==> src/rtl/llo_pkg.sv <==
// package: register map, field layout and carriers of the lane and over-range config block
package llo_pkg;
   // ----------------------------------------------------------------
   // register offsets (printed offsets are not word aligned: index*4)
   // ----------------------------------------------------------------
   localparam logic [11:0] LLO_IDX_EXTRA_LANE_B = 12'h20b;
   localparam logic [11:0] LLO_IDX_SYNC_WORD    = 12'h20f;
   localparam logic [11:0] LLO_IDX_DEC_GAIN     = 12'h210;
   localparam logic [11:0] LLO_IDX_OVR_THR_I    = 12'h211;
   localparam logic [11:0] LLO_IDX_OVR_THR_Q    = 12'h212;
   localparam logic [11:0] LLO_IDX_LINK_CTRL    = 12'h300;
   localparam logic [11:0] LLO_IDX_IRQ_STATUS   = 12'h301;
   localparam logic [11:0] LLO_IDX_IRQ_MASK     = 12'h302;
   localparam logic [11:0] LLO_IDX_LANE_STATUS  = 12'h303;
   localparam int          LLO_ADDR_W           = 14;
   // ----------------------------------------------------------------
   // reset values
   // ----------------------------------------------------------------
   localparam logic [7:0] LLO_RST_EXTRA_LANE = 8'h00;
   localparam logic [1:0] LLO_RST_SYNC_WORD  = 2'h0;
   localparam logic       LLO_RST_GAIN       = 1'b0;
   localparam logic [7:0] LLO_RST_THR_I      = 8'hf2;
   localparam logic [7:0] LLO_RST_THR_Q      = 8'hab;
   localparam logic [7:0] LLO_RST_LINK_MODE  = 8'h00;
   localparam logic [3:0] LLO_RST_TEST_PAT   = 4'h0;
   // ----------------------------------------------------------------
   // field positions and codes
   // ----------------------------------------------------------------
   localparam int          LLO_NUM_LANES     = 8;
   localparam int          LLO_SER_BIT       = 0;
   localparam int          LLO_CTRL_EN_BIT   = 0;
   localparam int          LLO_CTRL_PD_BIT   = 1;
   localparam int          LLO_CTRL_MODE_LSB = 8;
   localparam int          LLO_CTRL_TEST_LSB = 16;
   localparam int          LLO_CTRL_ENC_BIT  = 20;
   localparam logic [3:0]  LLO_TEST_NONE     = 4'h0;
   localparam logic [3:0]  LLO_TEST_RAMP     = 4'h4;
   localparam logic [3:0]  LLO_TEST_FIVE     = 4'h5;
   localparam int          LLO_IRQ_OVR_I     = 0;
   localparam int          LLO_IRQ_OVR_Q     = 1;
   localparam int          LLO_IRQ_W         = 2;
   localparam logic [31:0] LLO_RD_UNMAPPED   = 32'h0000_0000;

   typedef enum logic [1:0] {
      LLO_SW_CRC12 = 2'b00,
      LLO_SW_RSV1  = 2'b01,
      LLO_SW_FEC   = 2'b10,
      LLO_SW_RSV3  = 2'b11
   } llo_sync_mode_t;

   typedef enum logic [1:0] {
      LLO_CONTENT_NONE  = 2'b00,
      LLO_CONTENT_CRC12 = 2'b01,
      LLO_CONTENT_FEC   = 2'b10
   } llo_sync_content_t;

   typedef enum logic [1:0] {
      LLO_BUS_IDLE = 2'b00,
      LLO_BUS_ACK  = 2'b01
   } llo_bus_state_t;

   // per-lane controls, test pattern and link mode handed to the link layer
   typedef struct packed {
      logic [LLO_NUM_LANES-1:0] clk_en;
      logic [LLO_NUM_LANES-1:0] ser_clk;
      logic [LLO_NUM_LANES-1:0] ramp;
      logic [3:0]               test_pattern;
      logic [7:0]               link_mode;
   } llo_lane_ctrl_t;

   // sync-word content and command fields
   typedef struct packed {
      llo_sync_content_t content;
      logic [18:0]       command;
   } llo_sync_ctrl_t;

   // decimator sample carrying valid and magnitudes in; control bits go out in llo_ovr_t
   typedef struct packed {
      logic        valid;
      logic [11:0] mag_i;
      logic [11:0] mag_q;
   } llo_sample_t;

   typedef struct packed {
      logic valid;
      logic ctrl_i;
      logic ctrl_q;
   } llo_ovr_t;
endpackage

==> src/rtl/llo_config.sv <==
// lane enable, sync-word, decimator gain and over-range register bank over avalon-mm
`timescale 1ns/10ps
// ------------------------------------------------------------------
// ------------------------------------------------------------------
module llo_config #(
   parameter int SAMPLE_W = 12
) (
   input  wire logic                       i_ref_clk,
   input  wire logic                       i_sys_rst,
   input  wire logic [llo_pkg::LLO_ADDR_W-1:0] i_avs_address,
   input  wire logic                       i_avs_read,
   input  wire logic                       i_avs_write,
   input  wire logic [31:0]                i_avs_writedata,
   input  wire logic [3:0]                 i_avs_byteenable,
   input  wire logic [7:0]                 i_mode_lanes,
   input  wire llo_pkg::llo_sample_t       i_sample,
   output logic [31:0]                     o_avs_readdata,
   output logic                            o_avs_waitrequest,
   output llo_pkg::llo_lane_ctrl_t         o_lane_ctrl,
   output llo_pkg::llo_sync_ctrl_t         o_sync_ctrl,
   output logic                            o_gain_decimator_gain_a,
   output llo_pkg::llo_ovr_t               o_ovr,
   output logic                            o_irq
);
   import llo_pkg::*;

   // ----------------------------------------------------------------
   // registers
   // ----------------------------------------------------------------
   logic [7:0]              extra_lane_q;
   logic [1:0]              sync_mode_q;
   logic                    gain_q;
   logic [7:0]              thr_i_q;
   logic [7:0]              thr_q_q;
   logic                    link_enable_q;
   logic                    power_down_q;
   logic [7:0]              link_mode_q;
   logic [3:0]              test_pat_q;
   logic                    enc_66_q;
   logic [LLO_IRQ_W-1:0]    irq_stat_q;
   logic [LLO_IRQ_W-1:0]    irq_mask_q;
   llo_bus_state_t          bus_state_q;

   logic [11:0]             reg_idx;
   logic                    wr_fire;
   logic                    rd_fire;
   logic [31:0]             rd_data_d;
   logic [31:0]             wdata_m;
   logic [LLO_IRQ_W-1:0]    ovr_event;

   // byte-enable aware write data, unselected lanes read zero
   always_comb begin
      for (int b = 0; b < 4; b++) begin
         wdata_m[b*8 +: 8] = i_avs_byteenable[b] ? i_avs_writedata[b*8 +: 8] : 8'h00;
      end
   end

   assign reg_idx = i_avs_address[LLO_ADDR_W-1:2];
   // ----------------------------------------------------------------
   // bus slave: one wait cycle then acknowledge
   // ----------------------------------------------------------------
   always_ff @(posedge i_ref_clk) begin
      if (i_sys_rst) begin
         bus_state_q <= LLO_BUS_IDLE;
      end else begin
         case (bus_state_q)
            LLO_BUS_IDLE: begin
               if (i_avs_read || i_avs_write) begin
                  bus_state_q <= LLO_BUS_ACK;
               end
            end
            LLO_BUS_ACK:  bus_state_q <= LLO_BUS_IDLE;
            default:      bus_state_q <= LLO_BUS_IDLE;
         endcase
      end
   end

   assign wr_fire = (bus_state_q == LLO_BUS_ACK) && i_avs_write;
   assign rd_fire = (bus_state_q == LLO_BUS_ACK) && i_avs_read;

   // waitrequest high except in the acknowledge cycle; registered
   always_ff @(posedge i_ref_clk) begin
      if (i_sys_rst) begin
         o_avs_waitrequest <= 1'b1;
      end else begin
         o_avs_waitrequest <= !((bus_state_q == LLO_BUS_IDLE) && (i_avs_read || i_avs_write));
      end
   end

   // ----------------------------------------------------------------
   // configuration writes; the bank does not block writes while the
   // link is enabled, software keeps that ordering
   // ----------------------------------------------------------------
   always_ff @(posedge i_ref_clk) begin
      if (i_sys_rst) begin
         extra_lane_q  <= LLO_RST_EXTRA_LANE;
         sync_mode_q   <= LLO_RST_SYNC_WORD;
         gain_q        <= LLO_RST_GAIN;
         thr_i_q       <= LLO_RST_THR_I;
         thr_q_q       <= LLO_RST_THR_Q;
         link_enable_q <= 1'b0;
         power_down_q  <= 1'b0;
         link_mode_q   <= LLO_RST_LINK_MODE;
         test_pat_q    <= LLO_RST_TEST_PAT;
         enc_66_q      <= 1'b0;
         irq_mask_q    <= '0;
      end else if (wr_fire) begin
         case (reg_idx)
            LLO_IDX_EXTRA_LANE_B: extra_lane_q <= wdata_m[7:0];
            LLO_IDX_SYNC_WORD:    sync_mode_q  <= wdata_m[1:0];
            LLO_IDX_DEC_GAIN:     gain_q       <= wdata_m[0];
            LLO_IDX_OVR_THR_I:    thr_i_q      <= wdata_m[7:0];
            LLO_IDX_OVR_THR_Q:    thr_q_q      <= wdata_m[7:0];
            LLO_IDX_LINK_CTRL: begin
               link_enable_q <= wdata_m[LLO_CTRL_EN_BIT];
               power_down_q  <= wdata_m[LLO_CTRL_PD_BIT];
               link_mode_q   <= wdata_m[LLO_CTRL_MODE_LSB +: 8];
               test_pat_q    <= wdata_m[LLO_CTRL_TEST_LSB +: 4];
               enc_66_q      <= wdata_m[LLO_CTRL_ENC_BIT];
            end
            LLO_IDX_IRQ_MASK:     irq_mask_q   <= wdata_m[LLO_IRQ_W-1:0];
            default: begin
            end
         endcase
      end
   end

   // ----------------------------------------------------------------
   // lane control
   // ----------------------------------------------------------------
   logic [LLO_NUM_LANES-1:0] lane_req;
   logic [LLO_NUM_LANES-1:0] extra_only;
   logic [LLO_NUM_LANES-1:0] ser_chain;
   logic                     link_live;

   assign link_live = link_enable_q && !power_down_q;

   always_comb begin
      lane_req   = i_mode_lanes;
      extra_only = '0;
      ser_chain  = '0;
      for (int n = 1; n < LLO_NUM_LANES; n++) begin
         lane_req[n]   = i_mode_lanes[n] | extra_lane_q[n];
         extra_only[n] = extra_lane_q[n] & ~i_mode_lanes[n];
      end
      // serializer n clocks only when lanes 0..n are all requested
      ser_chain[0] = lane_req[0];
      for (int n = 1; n < LLO_NUM_LANES; n++) begin
         ser_chain[n] = ser_chain[n-1] & lane_req[n];
      end
   end

   always_ff @(posedge i_ref_clk) begin
      if (i_sys_rst) begin
         o_lane_ctrl <= '0;
      end else begin
         o_lane_ctrl.link_mode    <= link_mode_q;
         o_lane_ctrl.test_pattern <= test_pat_q;
         o_lane_ctrl.clk_en       <= link_live ? lane_req : '0;
         for (int n = 0; n < LLO_NUM_LANES; n++) begin
            // extra lanes without the serializer bit only get link-layer clocks
            o_lane_ctrl.ser_clk[n] <= link_live && ser_chain[n] &&
                                      (!extra_only[n] || extra_lane_q[LLO_SER_BIT]);
            o_lane_ctrl.ramp[n]    <= extra_only[n] && ((test_pat_q == LLO_TEST_NONE) ||
                                      (test_pat_q == LLO_TEST_FIVE));
         end
      end
   end

   // ----------------------------------------------------------------
   // sync word and gain
   // ----------------------------------------------------------------
   always_ff @(posedge i_ref_clk) begin
      if (i_sys_rst) begin
         o_sync_ctrl  <= '0;
         o_gain_decimator_gain_a <= 1'b0;
      end else begin
         o_sync_ctrl.command <= '0;
         if (!enc_66_q) begin
            o_sync_ctrl.content <= LLO_CONTENT_NONE;
         end else begin
            case (llo_sync_mode_t'(sync_mode_q))
               LLO_SW_CRC12: o_sync_ctrl.content <= LLO_CONTENT_CRC12;
               LLO_SW_FEC:   o_sync_ctrl.content <= LLO_CONTENT_FEC;
               default:      o_sync_ctrl.content <= LLO_CONTENT_NONE;
            endcase
         end
         o_gain_decimator_gain_a <= gain_q;
      end
   end

   // ----------------------------------------------------------------
   // over-range: threshold/256 of full scale, one result per sample
   // ----------------------------------------------------------------
   logic hit_i;
   logic hit_q;

   assign hit_i = i_sample.mag_i[SAMPLE_W-1 -: 8] >= thr_i_q;
   assign hit_q = i_sample.mag_q[SAMPLE_W-1 -: 8] >= thr_q_q;

   always_ff @(posedge i_ref_clk) begin
      if (i_sys_rst) begin
         o_ovr <= '0;
      end else begin
         o_ovr.valid  <= i_sample.valid;
         o_ovr.ctrl_i <= i_sample.valid && hit_i;
         o_ovr.ctrl_q <= i_sample.valid && hit_q;
      end
   end

   // ----------------------------------------------------------------
   // interrupts: sticky, write one to clear, set wins over clear
   // ----------------------------------------------------------------
   assign ovr_event[LLO_IRQ_OVR_I] = i_sample.valid && hit_i;
   assign ovr_event[LLO_IRQ_OVR_Q] = i_sample.valid && hit_q;

   always_ff @(posedge i_ref_clk) begin
      if (i_sys_rst) begin
         irq_stat_q <= '0;
      end else begin
         if (wr_fire && (reg_idx == LLO_IDX_IRQ_STATUS)) begin
            irq_stat_q <= (irq_stat_q & ~wdata_m[LLO_IRQ_W-1:0]) | ovr_event;
         end else begin
            irq_stat_q <= irq_stat_q | ovr_event;
         end
      end
   end

   always_ff @(posedge i_ref_clk) begin
      if (i_sys_rst) begin
         o_irq <= 1'b0;
      end else begin
         o_irq <= |(irq_stat_q & irq_mask_q);
      end
   end

   // ----------------------------------------------------------------
   // read data
   // ----------------------------------------------------------------
   always_comb begin
      rd_data_d = LLO_RD_UNMAPPED;
      case (reg_idx)
         LLO_IDX_EXTRA_LANE_B: rd_data_d[7:0] = extra_lane_q;
         LLO_IDX_SYNC_WORD:    rd_data_d[1:0] = sync_mode_q;
         LLO_IDX_DEC_GAIN:     rd_data_d[0]   = gain_q;
         LLO_IDX_OVR_THR_I:    rd_data_d[7:0] = thr_i_q;
         LLO_IDX_OVR_THR_Q:    rd_data_d[7:0] = thr_q_q;
         LLO_IDX_LINK_CTRL: begin
            rd_data_d[LLO_CTRL_EN_BIT]        = link_enable_q;
            rd_data_d[LLO_CTRL_PD_BIT]        = power_down_q;
            rd_data_d[LLO_CTRL_MODE_LSB +: 8] = link_mode_q;
            rd_data_d[LLO_CTRL_TEST_LSB +: 4] = test_pat_q;
            rd_data_d[LLO_CTRL_ENC_BIT]       = enc_66_q;
         end
         LLO_IDX_IRQ_STATUS:   rd_data_d[LLO_IRQ_W-1:0] = irq_stat_q;
         LLO_IDX_IRQ_MASK:     rd_data_d[LLO_IRQ_W-1:0] = irq_mask_q;
         LLO_IDX_LANE_STATUS: begin
            rd_data_d[7:0]   = o_lane_ctrl.clk_en;
            rd_data_d[15:8]  = o_lane_ctrl.ser_clk;
            rd_data_d[23:16] = o_lane_ctrl.ramp;
         end
         default: rd_data_d = LLO_RD_UNMAPPED;
      endcase
   end

   // data registered in the wait cycle so it stands at the acknowledge edge
   always_ff @(posedge i_ref_clk) begin
      if (i_sys_rst) begin
         o_avs_readdata <= '0;
      end else if ((bus_state_q == LLO_BUS_IDLE) && i_avs_read) begin
         o_avs_readdata <= rd_data_d;
      end else if (rd_fire) begin
         o_avs_readdata <= o_avs_readdata;
      end
   end
endmodule

==> config.mk <==
export PLATFORM = sky130hd
export DESIGN_NAME = llo_config
export DESIGN_NICKNAME = d
export VERILOG_FILES = /design/src/rtl/llo_pkg.sv /design/src/rtl/llo_config.sv
export SDC_FILE = /design/constraint.sdc
export NUM_CORES = 1
export LEC_CHECK = 0
export BUFFER_PORTS_ARGS = -buffer_cell sky130_fd_sc_hd__buf_2
export CAP_MARGIN = 10
export CORE_AREA = 5 5 137 139
export DETAILED_ROUTE_END_ITERATION = 10
export DIE_AREA = 0 0 142 144
export GPL_TIMING_DRIVEN = 0
export PLACE_DENSITY = 0.56
export SLEW_MARGIN = 20
export SYNTH_ARGS = -nofsm -noshare
export SYNTH_HDL_FRONTEND = slang
export SYNTH_SLANG_ARGS = --single-unit
==> constraint.sdc <==
create_clock -name i_ref_clk -period 2.2 [get_ports i_ref_clk]
set_input_delay 0.44 -clock i_ref_clk [delete_from_list [all_inputs] [get_ports i_ref_clk]]
set_output_delay 0.44 -clock i_ref_clk [all_outputs]
set_load 0.005 [all_outputs]
-- Yosys cells after proc, flatten, opt, wreduce, memory -nomap -nowiden
Index checks and enable logic that the tools add are counted.
- add/subtract/negate cells: 0
- $mul: 0
- divide/modulo/power cells: 0
- $lt $le $gt $ge: 2
- equal/unequal tests: 11
- shift operators: 0
- mux-type cells: 10
- bitwise logic cells: 36
- reduce and logical (&&, ||, !) cells: 61
- operators by type and width (cell ; count):
    == test 12 x 10 -> 1 bit (second input constant) ; 9
    logical AND 1 bit ; 29
    one-hot mux 13 bit (2 select lines) ; 1
    one-hot mux 6 bit (4 select lines) ; 1
    greater-or-equal comparator 8 bit ; 2
    two-way mux 8 bit ; 2
    bitwise AND 1 bit ; 14
    AND reduction 2 bit ; 7
    inverter 1 bit ; 10
    zero test 1 bit ; 9
    logical OR 1 bit ; 9
    one-hot mux 1 bit (9 select lines) ; 1
    one-hot mux 1 bit (8 select lines) ; 1
    OR reduction 2 bit ; 4
    bitwise OR 1 bit ; 7
    two-way mux 5 bit ; 1
    bitwise AND 2 bit ; 2
    == test 4 x 3 -> 1 bit (second input constant) ; 1
    zero test 2 bit ; 2
    zero test 4 bit ; 1
    bitwise OR 2 bit ; 2
    one-hot mux 2 bit (2 select lines) ; 1
    two-way mux 3 bit ; 1
    == test 2 bit (second input constant) ; 1
    other kinds (2) ; 2
- register bits after elaboration: 134
- latch bits: 0
- memory bits (writable): 0
- bits in read-only memories: 0
- input port bits: 87
- output and inout port bits: 95
- word-level logic and storage cells: 148
- memories kept: 0

-- Logic depth before layout (Yosys ltp)
Gate-level depths: netlist of the first run.
- word-level depth: 10
- mapped depth: 7
- depth with buffers taken out: 6

-- Worst setup path after synthesis of the first run
Ideal clock, no wire load.
- path type: input to register
- start point: in i_avs_address[5] (netlist bit)
- end point: reg link_mode_q[6]
- setup time: 0.115 ns
- data arrival time: 2.073 ns
- required time: 2.085 ns
- path slack: 0.013 ns
- stages: 7
- buffers on the path: 3
- path through: clkbuf_1 -> or4_1 -> or4_4 -> buf_6 -> buf_6 -> nand2_1 -> o21ai_2
- word-level cells in the longest chain between the ends: 2
- RTL lines (item ; RTL line ; text):
    from (decl) ; llo_config.sv:10 ; input wire logic [llo_pkg::LLO_ADDR_W-1:0] i_avs_address,
    == test 12 x 10 -> 1 bit ; llo_config.sv:108 ; case (reg_idx)
    AND reduction 2 bit (no line) ; n/a ;
    to (signal assigned) ; llo_config.sv:117 ; link_mode_q <= wdata_m[LLO_CTRL_MODE_LSB +: 8];
    to (decl) ; llo_config.sv:37 ; logic [7:0] link_mode_q;
No other way between the ends.
A chain may end at the register's enable or synchronous reset.

-- Final worst setup path of the first run
- start point: in i_avs_address[5] (netlist bit)
- end point: reg o_avs_readdata[6]
- word-level cells in the longest chain between the ends: 2
- elaborated cells between the ends (all ways): 5
- those cells by class: 4 x eq/ne; 1 x mux
- RTL lines (item ; RTL line ; text):
    == test 12 x 10 -> 1 bit ; llo_config.sv:242 ; case (reg_idx)
    one-hot mux 6 bit (4 select lines) (*) ; llo_config.sv:242 ;
    to (signal assigned) ; llo_config.sv:271 ; o_avs_readdata <= rd_data_d;
    to (signal assigned) ; llo_config.sv:273 ; o_avs_readdata <= o_avs_readdata;
    to (decl) ; llo_config.sv:17 ; output logic [31:0] o_avs_readdata,
Mark *: on every way between the ends. The rest lies on a longest branch, timed or not.

==> results.yml, run 1 <==
run_status:
  status: "complete, no violations"
yosys:
  synth_area_leaders: "dfxtp_1 (44%), nand2_1 (4.5%), buf_4 (4.2%)"
  syn_area_um2: 5140
  synth_commonest_cells: "dfxtp_1 (114), nand2_1 (61), nor2_1 (49), a21oi_1 (43), buf_4 (29)"
  ys_seq_elements: 114
  yosysTopAreaCellShare: 0.4440
  async_flop_share: 0
  synth_ff_type: "dfxtp_1"
  seq_area_frac_synth: 0.4440
  synth_edf_count: 0
  yosys.area.top_type: "dfxtp_1"
  synth_cells: 583
  synth_most_common_cell: "dfxtp_1"
  avgSynthCellArea_um2: 8.816
  synth.yosys.warnings: 0
  synth_cell_types: 57
global_route:
  busiest_layer: "met2"
  grt_pass1_wl_um: 24830
  grtUsageMet2: 0.2534
  grt_max_degree: 17
  first_global_vias: 4597
  grtUsageMet3: 0.05456
  grt_antenna_before_repair: 4
  use_met1: 0.2010
  overflow: 0
  grt_use_total: 0.1579
floorplan:
  rows: 49
  die-width_um: 142
  core_area_um2: 17530
  die_area_um2: 20450
  io_pins: 182
  die_h_um: 144
  start_util: 0.2931
critical_path:
  r2r-start: "power_down_q"
  critPathKind: "input port to flop"
  r2r-end: "o_lane_ctrl[27]"
  cp.required_ps: 2520
  reg2reg_slack_ps: 240
  start_kind: "input port"
  cp-startpoint: "i_avs_address[5]"
  path_max_fanout: 10
  cp.arrival_ps: 2380
  reg2regPathDepth: 4
  cp-end-kind: "flop"
sta:
  finalClockSkew_ps: 7.785
  worst_slew_pin_slew_ps: 938.9
  period_share: 0.9394
  fin_tns_setup_ps: 0
  finalSetupViolations: 0
  setup_slack_ps: 133.4
  finalHoldViolCount: 0
  period_needed_ps: 2067
  rsz0062_at_grt: "false"
  drv_slew: 0
  max_freq_ghz: 0.4839
  slew_headroom: 0.3688
layout:
  layout.nets: 861
  final_cells: 1001
  fin_area_um2: 6829
  fillers: 1844
  postLayoutCoreUtil: 0.3895
  area_growth_pct: 32.86
  drive_gt1_frac: 0.2892
place:
  gp_congestion: 0.8121
  dpl.hpwl_um: 12750
  pre_cts_ws_ps: -407.6
  dpl_cell_area_um2: 6168
  post-place-cells: 967
  port_buffers: 128
cts:
  cts-hold-fix-buffers: 0
  htree_levels: 4
  worst_setup_hold_path_clk_slew_ps: 60
  cts_tree: "built"
  clock_latency_ps: 410
  clock_tree.root_cell: "clkbuf_16"
  numCtsBuffers: 17
  cts_sinks: 114
  cts_buffer_depth: 2
pwr:
  p_leak_nw: 3.071
  peakVddDrop_mv: 0.5088
  cellPowerDensity_nw_per_um2: 780.8
drt:
  drt_wl_total_um: 16330
  detail_route.wl_per_cell_um: 16.31
  drc: 0
  drtIter0Drc: 262
  drt_pass1_iterations: 5
  ant_nets: 0
  vias: 4759
  viasPerCell: 4.754
worst_hold_path:
  min_from: "i_mode_lanes[4]"
  hold_end: "o_lane_ctrl[16]"
  min_path_type: "input port to flop"
  hold_path_depth: 2
job:
  maxCapViolCount: 0
[routing by layer]
layer / part of all wire / routed length (um)
met1: 0.44 / 7245
met2: 0.47 / 7750
met3: 0.067 / 1091
met4: 0.012 / 204
met5: 0.0021 / 34
[worst max-delay path, cell delays in order]
cell and delay [ps]:
clkbuf_1 170, or4bb_1 610, nor4_4 440, clkbuf_4 330, a22oi_1 120, a211oi_1 270
[registers in the layout, indices dropped and copies added (netlist names)]
register	count
thr_q_q	8
enc_66_q	1
o_sync_ctrl	2
thr_i_q	8
gain_q	1
sync_mode_q	2
power_down_q	1
bus_state_q	1
irq_mask_q	2
o_gain_decimator_gain_a	1
o_lane_ctrl	35
irq_stat_q	2
extra_lane_q	8
o_ovr	3
link_enable_q	1
o_avs_readdata	24
link_mode_q	8
test_pat_q	4
o_avs_waitrequest	1
o_irq	1
[report_power, final]
group	total (mW)	switching [mW]	internal [mW]
registers	2.10	0.0133	2.09
logic	0.369	0.217	0.153
clock network	2.86	1.03	1.83
total	5.33	1.26	4.07
[per-stage QoR]
stage | power [mW] | hold WS, ps
finish | 5.332 | 220.9
global route | 5.530 | 226.3
CTS | 5.376 | 209.1
detailed placement | 2.512 | 443.9
global placement | 2.509 | 439.5
floorplan | 2.355 | 430.5
[timing repair]
action | 4_1_cts | 5_1_grt
buffers inserted | 0 | 1
gates resized for setup | 2 | 5
setup endpoints to repair | 7 | 19
hold endpoints to repair | 0 | 0
pin swaps | 0 | 3
[cell type report]
class | count | area [um^2] | share of cell area
multi-input cells | 409 | 2521 | 0.3692
flip-flops and latches | 114 | 2282 | 0.3342
repair buffers | 129 | 648.1 | 0.09491
clock buffers | 19 | 442.9 | 0.06486
plain buffers | 65 | 387.9 | 0.05680
well taps | 229 | 286.5 | 0.04196
clock inverters | 13 | 175.2 | 0.02565
inverters | 22 | 82.58 | 0.01209
diodes | 1 | 2.502 | 0.0003664
[how the worst max path moves through the flow]
stage,to,depth (start not counted),slack [ps]
final,o_avs_readdata[6],6,130
after CTS,o_avs_readdata[16],7,20
after detailed placement,o_avs_readdata[2],7,-410
after global routing,o_avs_readdata[5],6,3
after floorplan,link_mode_q[6],7,10
after global placement,o_avs_readdata[6],7,-400
[cell families after synthesis]
kind of cell,Yosys count,synth area share
adders and majority gates,16,0.03895
buffers and inverters,87,0.09080
DFF,114,0.4440
and+or+nand+nor,202,0.2091
muxes,15,0.02994
other,1,0.0007296
xor gates and xnor gates,1,0.001704
AOI/OAI and AO/OA,147,0.1848
[cells in the final DEF, fill, tap and decap left out, types with 4 or more instances in the layout]
cell / count
or3_1: 7
nand2b_1: 7
buf_2: 133
nor2b_1: 19
clkbuf_1: 23
nor3b_1: 4
o21a_1: 4
o21ai_0: 27
o211ai_1: 12
o21ai_2: 8
nor3_1: 4
nand3_1: 9
and2_1: 4
nand4_1: 6
nor4b_1: 5
clkinv_4: 4
mux2i_1: 12
a22o_1: 6
dfxtp_1: 114
a21oi_1: 43
nor4_1: 4
o21ai_1: 4
nor2_1: 49
buf_4: 30
inv_1: 22
clkbuf_16: 17
ha_1: 16
inv_6: 4
conb_1: 28
a211oi_1: 7
nand2_1: 61
a22oi_1: 25
(Power assumes the default switching activity.)
==> run 2, diff against run 1 <==
--- a/config.mk
+++ b/config.mk
@@ -5,13 +5,14 @@
 export SDC_FILE = /design/constraint.sdc
 export NUM_CORES = 1
 export LEC_CHECK = 0
+export ABC_AREA = 1
 export BUFFER_PORTS_ARGS = -buffer_cell sky130_fd_sc_hd__buf_2
 export CAP_MARGIN = 10
-export CORE_AREA = 5 5 137 139
+export CORE_AREA = 5 5 114 116
 export DETAILED_ROUTE_END_ITERATION = 10
-export DIE_AREA = 0 0 142 144
+export DIE_AREA = 0 0 119 121
 export GPL_TIMING_DRIVEN = 0
-export PLACE_DENSITY = 0.56
+export PLACE_DENSITY = 0.76
 export SLEW_MARGIN = 20
 export SYNTH_ARGS = -nofsm -noshare
 export SYNTH_HDL_FRONTEND = slang
==> run 2 against run 1 <==
- clock power grew 4%
- hold slack gained 5.5 ps
- cell count is 2.5% higher
- synthesized cell count grew 18%
- fmax rose by 21%
- utilization grew 18 points
- critical path depth shrank 2
- total power is 1.9% higher
- design area is 1.5% lower
- global-route usage up 5.2 points
- non-clock buffer count fell by 12
==> results.yml, run 2 <==
floorplan:
  die_h_um: 121
  rows: 40
  die-width_um: 119
  io_pins: 182
  core_area_um2: 11810
  start_util: 0.4367
  die_area_um2: 14400
layout:
  final_cell_mix: "buf_2 (134), nand2_1 (119), dfxtp_1 (114), inv_1 (96), nand3_1 (75)"
  final_common_cell: "buf_2"
  fillers: 1085
  drive_gt1_frac: 0.2566
  largest-register: "o_lane_ctrl"
  area_growth_pct: 30.47
  largest_reg_flops: 35
  multi_input_comb_area_um2: 2240
  postLayoutCoreUtil: 0.5697
  layout.nets: 967
  register_area_um2: 2282
  reg_top3: "o_lane_ctrl x35, o_avs_readdata x24"
yosys:
  yosys.area.top_type: "dfxtp_1"
  synth_area_leaders: "dfxtp_1 (44%), nand2_1 (8.7%), nand3_1 (7.3%)"
  yosysTopAreaCellShare: 0.4425
  synth_cells: 689
  async_flop_share: 0
  synth_edf_count: 0
  synth.yosys.warnings: 0
  seq_area_frac_synth: 0.4425
  synth_commonest_cells: "nand2_1 (119), dfxtp_1 (114), inv_1 (96), nand3_1 (75), nor2_1 (61)"
  synth_most_common_cell: "nand2_1"
  avgSynthCellArea_um2: 7.485
  ys_seq_elements: 114
  synth_cell_types: 30
  synth_ff_type: "dfxtp_1"
  syn_area_um2: 5157
place:
  port_buffers: 129
  dpl.hpwl_um: 11410
  gp_congestion: 0.8824
drt:
  drt_wl_total_um: 15260
  detail_route.wl_per_cell_um: 14.87
  drt_pass1_iterations: 5
  drc: 0
  ant_nets: 0
  drtIter0Drc: 334
  vias: 5028
  viasPerCell: 4.901
cts:
  clock_tree.root_cell: "clkbuf_16"
  cts_sinks: 114
  htree_levels: 4
  cts_tree: "built"
  cts_buffer_depth: 2
  post_cts_buffers: 0
  clock_latency_ps: 420
  ctsResizeCount: 0
  worst_setup_hold_path_clk_slew_ps: 50
  cts-hold-fix-buffers: 0
  numCtsBuffers: 17
critical_path:
  cp.required_ps: 2540
  r2r-start: "bus_state_q[0]"
  cp_slowest_stage_delay_ps: 550
  cp.arrival_ps: 2050
  cp-startpoint: "bus_state_q[0]"
  start_kind: "flop"
  cp-end-kind: "flop"
  path_max_fanout: 10
  cp_cell_sequence: "nor2_1 -> clkbuf_1 -> o21ai_1 -> a21oi_1"
  cpMaxStageDelayCell: "clkbuf_1"
  critPathKind: "flop to flop"
global_route:
  grtUsageMet3: 0.05315
  grt_antenna_before_repair: 1
  grt_use_total: 0.2096
  grt_max_degree: 17
  overflow: 0
  grt_pass1_wl_um: 23890
  first_global_vias: 4887
  busiest_layer: "met2"
  grtUsageMet2: 0.3455
  use_met1: 0.2494
sta:
  finalSetupViolations: 0
  rsz0062_at_grt: "false"
  fin_tns_setup_ps: 0
  finalHoldViolCount: 0
  slew_headroom: 0.5818
  worst_slew_pin_slew_ps: 627.3
  drv_slew: 0
  period_needed_ps: 1710
  max_freq_ghz: 0.5847
  period_share: 0.7774
  finalClockSkew_ps: 11.02
pwr:
  peakVddDrop_mv: 0.4728
  p_leak_nw: 3.474
  cellPowerDensity_nw_per_um2: 807.1
job:
  maxCapViolCount: 0
run_status:
  status: "complete, no violations"
worst_hold_path:
  min_from: "i_mode_lanes[1]"
  min_path_type: "input port to flop"
[run 2: cell types whose count changed after synthesis, sizes merged, moves of 11 or more]
cell | previous run | this run
nor3 | 4 | 21
nor2b | 19 | 0
a22oi | 25 | 0
clkbuf | 24 | 13
nand3 | 9 | 77
inv | 22 | 100
nand2 | 61 | 129
mux2i | 12 | 0
nor2 | 49 | 70
[run 2: final timing paths]
| check | endpoint | slack (ps) | cells past startpoint |
|---|---|---|---|
| worst max register to register | o_avs_readdata[6] | 490 | 4 |
| worst min register to register | o_lane_ctrl[5] | 440 | 2 |
| worst max-delay path | o_avs_readdata[6] | 490 | 4 |
| worst min-delay path | o_lane_ctrl[13] | 230 | 2 |
[run 2: per-stage QoR]
stage | hold slack [ps] | cell area, um^2 | setup WS [ps] | std cells | total power, mW
after floorplan | 414.5 | 5259 | 721.8 | 716 | 2.347
after global placement | 429.4 | 6088 | 289.7 | 992 | 2.489
after detailed placement | 431.4 | 6088 | 268.4 | 992 | 2.495
after CTS | 225.3 | 6724 | 489.2 | 1024 | 5.423
after global routing | 233.7 | 6726 | 365.9 | 1025 | 5.586
final | 226.4 | 6729 | 489.7 | 1026 | 5.431
[run 2: metal layers]
metal	vias to the layer above	wire length [um]
met4	0	627
met1	2278	6455
met5	-	0
li1	2511	-
met3	49	1019
met2	190	7158
[run 2: where the power goes]
group          internal, mW  switching, mW
logic                 0.143          0.210
clock network          2.03          0.936
registers              2.10         0.0134
total                  4.27           1.16
[run 2: cell families after synthesis]
logic type / Yosys count / synth area share
DFF: 114 / 0.4425
AOI/OAI and AO/OA: 100 / 0.1099
other: 1 / 0.0007271
and+or+nand+nor: 303 / 0.2652
buffers and inverters: 155 / 0.1429
adders and majority gates: 16 / 0.03882
[run 2: worst max-delay path, delay by kind of cell (launching register included)]
kind / cells / cell delay (ps)
buffers and inverters: 1 / 550
AND/OR/NAND/NOR: 1 / 440
AO/OA/AOI/OAI: 2 / 330
flip-flops: 1 / 320
[run 2: cell type report]
type / instances / share of cell area
Sequential cell: 114 / 0.3392
Multi-Input combinational cell: 447 / 0.3328
Timing Repair Buffer: 129 / 0.09595
Clock buffer: 22 / 0.06750
Inverter: 102 / 0.05727
Buffer: 53 / 0.05225
Tap cell: 147 / 0.02733
Clock inverter: 10 / 0.02696
Antenna cell: 2 / 0.0007438
==> run 3, diff against run 2 <==
--- a/config.mk
+++ b/config.mk
@@ -5,14 +5,14 @@
 export SDC_FILE = /design/constraint.sdc
 export NUM_CORES = 1
 export LEC_CHECK = 0
-export ABC_AREA = 1
+export ABC_AREA = 0
 export BUFFER_PORTS_ARGS = -buffer_cell sky130_fd_sc_hd__buf_2
 export CAP_MARGIN = 10
-export CORE_AREA = 5 5 114 116
+export CORE_AREA = 5 5 113 115
 export DETAILED_ROUTE_END_ITERATION = 10
-export DIE_AREA = 0 0 119 121
+export DIE_AREA = 0 0 118 120
 export GPL_TIMING_DRIVEN = 0
-export PLACE_DENSITY = 0.76
+export PLACE_DENSITY = 0.77
 export SLEW_MARGIN = 20
 export SYNTH_ARGS = -nofsm -noshare
 export SYNTH_HDL_FRONTEND = slang
==> constraint.sdc (replaced) <==
create_clock -name i_ref_clk -period 1.44 [get_ports i_ref_clk]
set_input_delay 0.288 -clock i_ref_clk [delete_from_list [all_inputs] [get_ports i_ref_clk]]
set_output_delay 0.288 -clock i_ref_clk [all_outputs]
set_load 0.005 [all_outputs]
==> run 3 against run 2 <==
- clock skew decreased by 2.7 ps
- clock power increased by 46%
- register-to-register slack got worse by 600 ps
- critical path depth increased by 2
- clock-buffer cell count decreased by 2
- die area decreased by 1.7%
- routed wire length increased by 15%
- total power increased by 52%
- cell count decreased by 7.1%
- largest cell class is now multi-input combinational cells
- setup slack got worse by 700 ps
- the run now ends with negative setup slack left
==> results.yml, run 3 (synthesized netlist as in run 1, its figures left out) <==
run_status:
  status: "finished, violations left"
  violations: "negative setup slack"
cts:
  cts_sinks: 114
  cts_tree: "built"
  clock_tree.root_cell: "clkbuf_16"
  htree_levels: 4
  cts_buffer_depth: 2
  numCtsBuffers: 17
  worst_setup_hold_path_clk_slew_ps: 60
  clock_latency_ps: 410
floorplan:
  start_util: 0.4389
  die_h_um: 120
  io_pins: 182
  rows: 40
  die_area_um2: 14160
  core_area_um2: 11710
  die-width_um: 118
layout:
  multi_input_comb_area_um2: 2982
  register_area_um2: 2295
  drive_gt1_frac: 0.4392
  area_growth_pct: 51.70
  fin_area_um2: 7797
  layout.nets: 896
  final_common_cell: "buf_2"
  reg_top3: "o_lane_ctrl x35, o_avs_readdata x24"
  largest_reg_flops: 35
  n_antenna_cell: 0
  final_cell_mix: "buf_2 (122), dfxtp_1 (110), buf_4 (59), nand2_1 (46), nor2_1 (45)"
  fillers: 883
  largest-register: "o_lane_ctrl"
drt:
  ant_nets: 0
  drtIter0Drc: 349
  drc: 0
  detail_route.wl_per_cell_um: 18.43
  drt_wl_total_um: 17560
  vias: 5167
  drt_pass1_iterations: 5
  viasPerCell: 5.422
sta:
  worst_slew_pin_slew_ps: 678.3
  setup_slack_ps: -205.6
  finalClockSkew_ps: 8.339
  period_share: 1.143
  fin_tns_setup_ps: -5259
  max_freq_ghz: 0.6077
  hold_slack_ps: 80.19
  drv_slew: 0
  slew_headroom: 0.5478
  period_needed_ps: 1646
  finalHoldViolCount: 0
  finalSetupViolations: 43
  rsz0062_at_grt: "true"
worst_hold_path:
  min_path_type: "input port to flop"
  hold_end: "o_lane_ctrl[19]"
  min_from: "i_mode_lanes[7]"
  hold_path_depth: 2
critical_path:
  cp_top_family: "simple AND/OR/NAND/NOR gates"
  path_max_fanout: 7
  cp.required_ps: 1730
  critPathBufInv: 2
  worst_path_most_repeated_cell: "buf_8"
  cp.arrival_ps: 1940
  r2r-end: "link_mode_q[7]"
  critPathKind: "input port to flop"
  r2r-start: "bus_state_q[0]"
  cp_cell_sequence: "buf_8 -> or4b_4 -> or4_4 -> buf_8 -> nand2_1 -> o21ai_1"
  cp_slowest_stage_delay_ps: 690
  cp-end-kind: "flop"
  reg2reg_slack_ps: -110
  cpMaxStageDelayCell: "or4_4"
  reg2regPathDepth: 5
  start_kind: "input port"
pwr:
  p_leak_nw: 3.511
  finalPower_mw: 8.260
  cellPowerDensity_nw_per_um2: 1059
  peakVddDrop_mv: 1.224
global_route:
  grt_pass1_wl_um: 26880
  first_global_vias: 5159
  overflow: 0
  grt_max_degree: 17
  grt_use_total: 0.2373
  grt_antenna_before_repair: 0
place:
  dpl_cell_area_um2: 6285
  pre_cts_ws_ps: -857.3
  dpl.hpwl_um: 12010
  gp_congestion: 0.8608
  port_buffers: 128
job:
  maxCapViolCount: 0
-- run 3: cell types whose count changed in the layout (fill, tap and decap cells not counted), moves of 15 or more --
cell     before  now
a21oi_2       0   15
nand3_1      75    5
nor2_1       61   45
nor3_1       20    3
buf_4        32   59
inv_1        96   22
nand2_1     119   46
nor2b_1       0   19
-- run 3: worst max-delay path by stage --
stage                     start  cells past startpoint                  to  slack, ps
6_report       i_avs_address[9]                      6      link_mode_q[7]       -210
3_5_place_dp   i_avs_address[6]                      7   o_avs_readdata[6]       -860
3_3_place_gp   i_avs_address[6]                      7  o_avs_readdata[16]       -820
5_1_grt        i_avs_address[9]                      6      link_mode_q[7]       -210
4_1_cts        i_avs_address[5]                      6      link_mode_q[7]       -170
2_1_floorplan  i_avs_address[6]                      7      link_mode_q[6]       -540
-- run 3: report_power, final --
group          internal [mW]  switching, mW  leakage, nW
registers               3.19         0.0244        0.925
logic                  0.316          0.390         2.29
clock network           2.82           1.52        0.300
total                   6.32           1.94         3.51
-- run 3: per-layer routing --
layer | GRT usage | routed length, um | up-vias
li1 | - | - | 2433
met1 | 0.2735 | 6777 | 2389
met2 | 0.4084 | 8711 | 290
met3 | 0.07399 | 1521 | 55
met4 | 0.09677 | 552 | 0
met5 | 0 | 0 | -
-- run 3: timing repair --
item / 4_1_cts / 5_1_grt
hold buffers: 0 / 0
pin swaps: 34 / 29
gates cloned: 3 / 0
setup buffers: 26 / 14
gates resized for setup: 86 / 55
endpoints found under the setup margin: 66 / 74
-- run 3: area by class of cell --
| type | count | share of cell area |
|---|---|---|
| repair buffers | 169 | 0.1425 |
| multi-input cells | 409 | 0.3824 |
| flip-flops and latches | 114 | 0.2943 |
| inverters | 22 | 0.01059 |
| clock buffers | 20 | 0.05857 |
| clock inverters | 12 | 0.02006 |
| plain buffers | 60 | 0.06804 |
| well taps | 147 | 0.02359 |
-- run 3: through the flow --
step             util  std cells
6_report       0.6658        953
3_3_place_gp   0.5366        885
4_1_cts        0.6404        942
2_1_floorplan       -        610
3_5_place_dp   0.5366        885
5_1_grt        0.6658        953
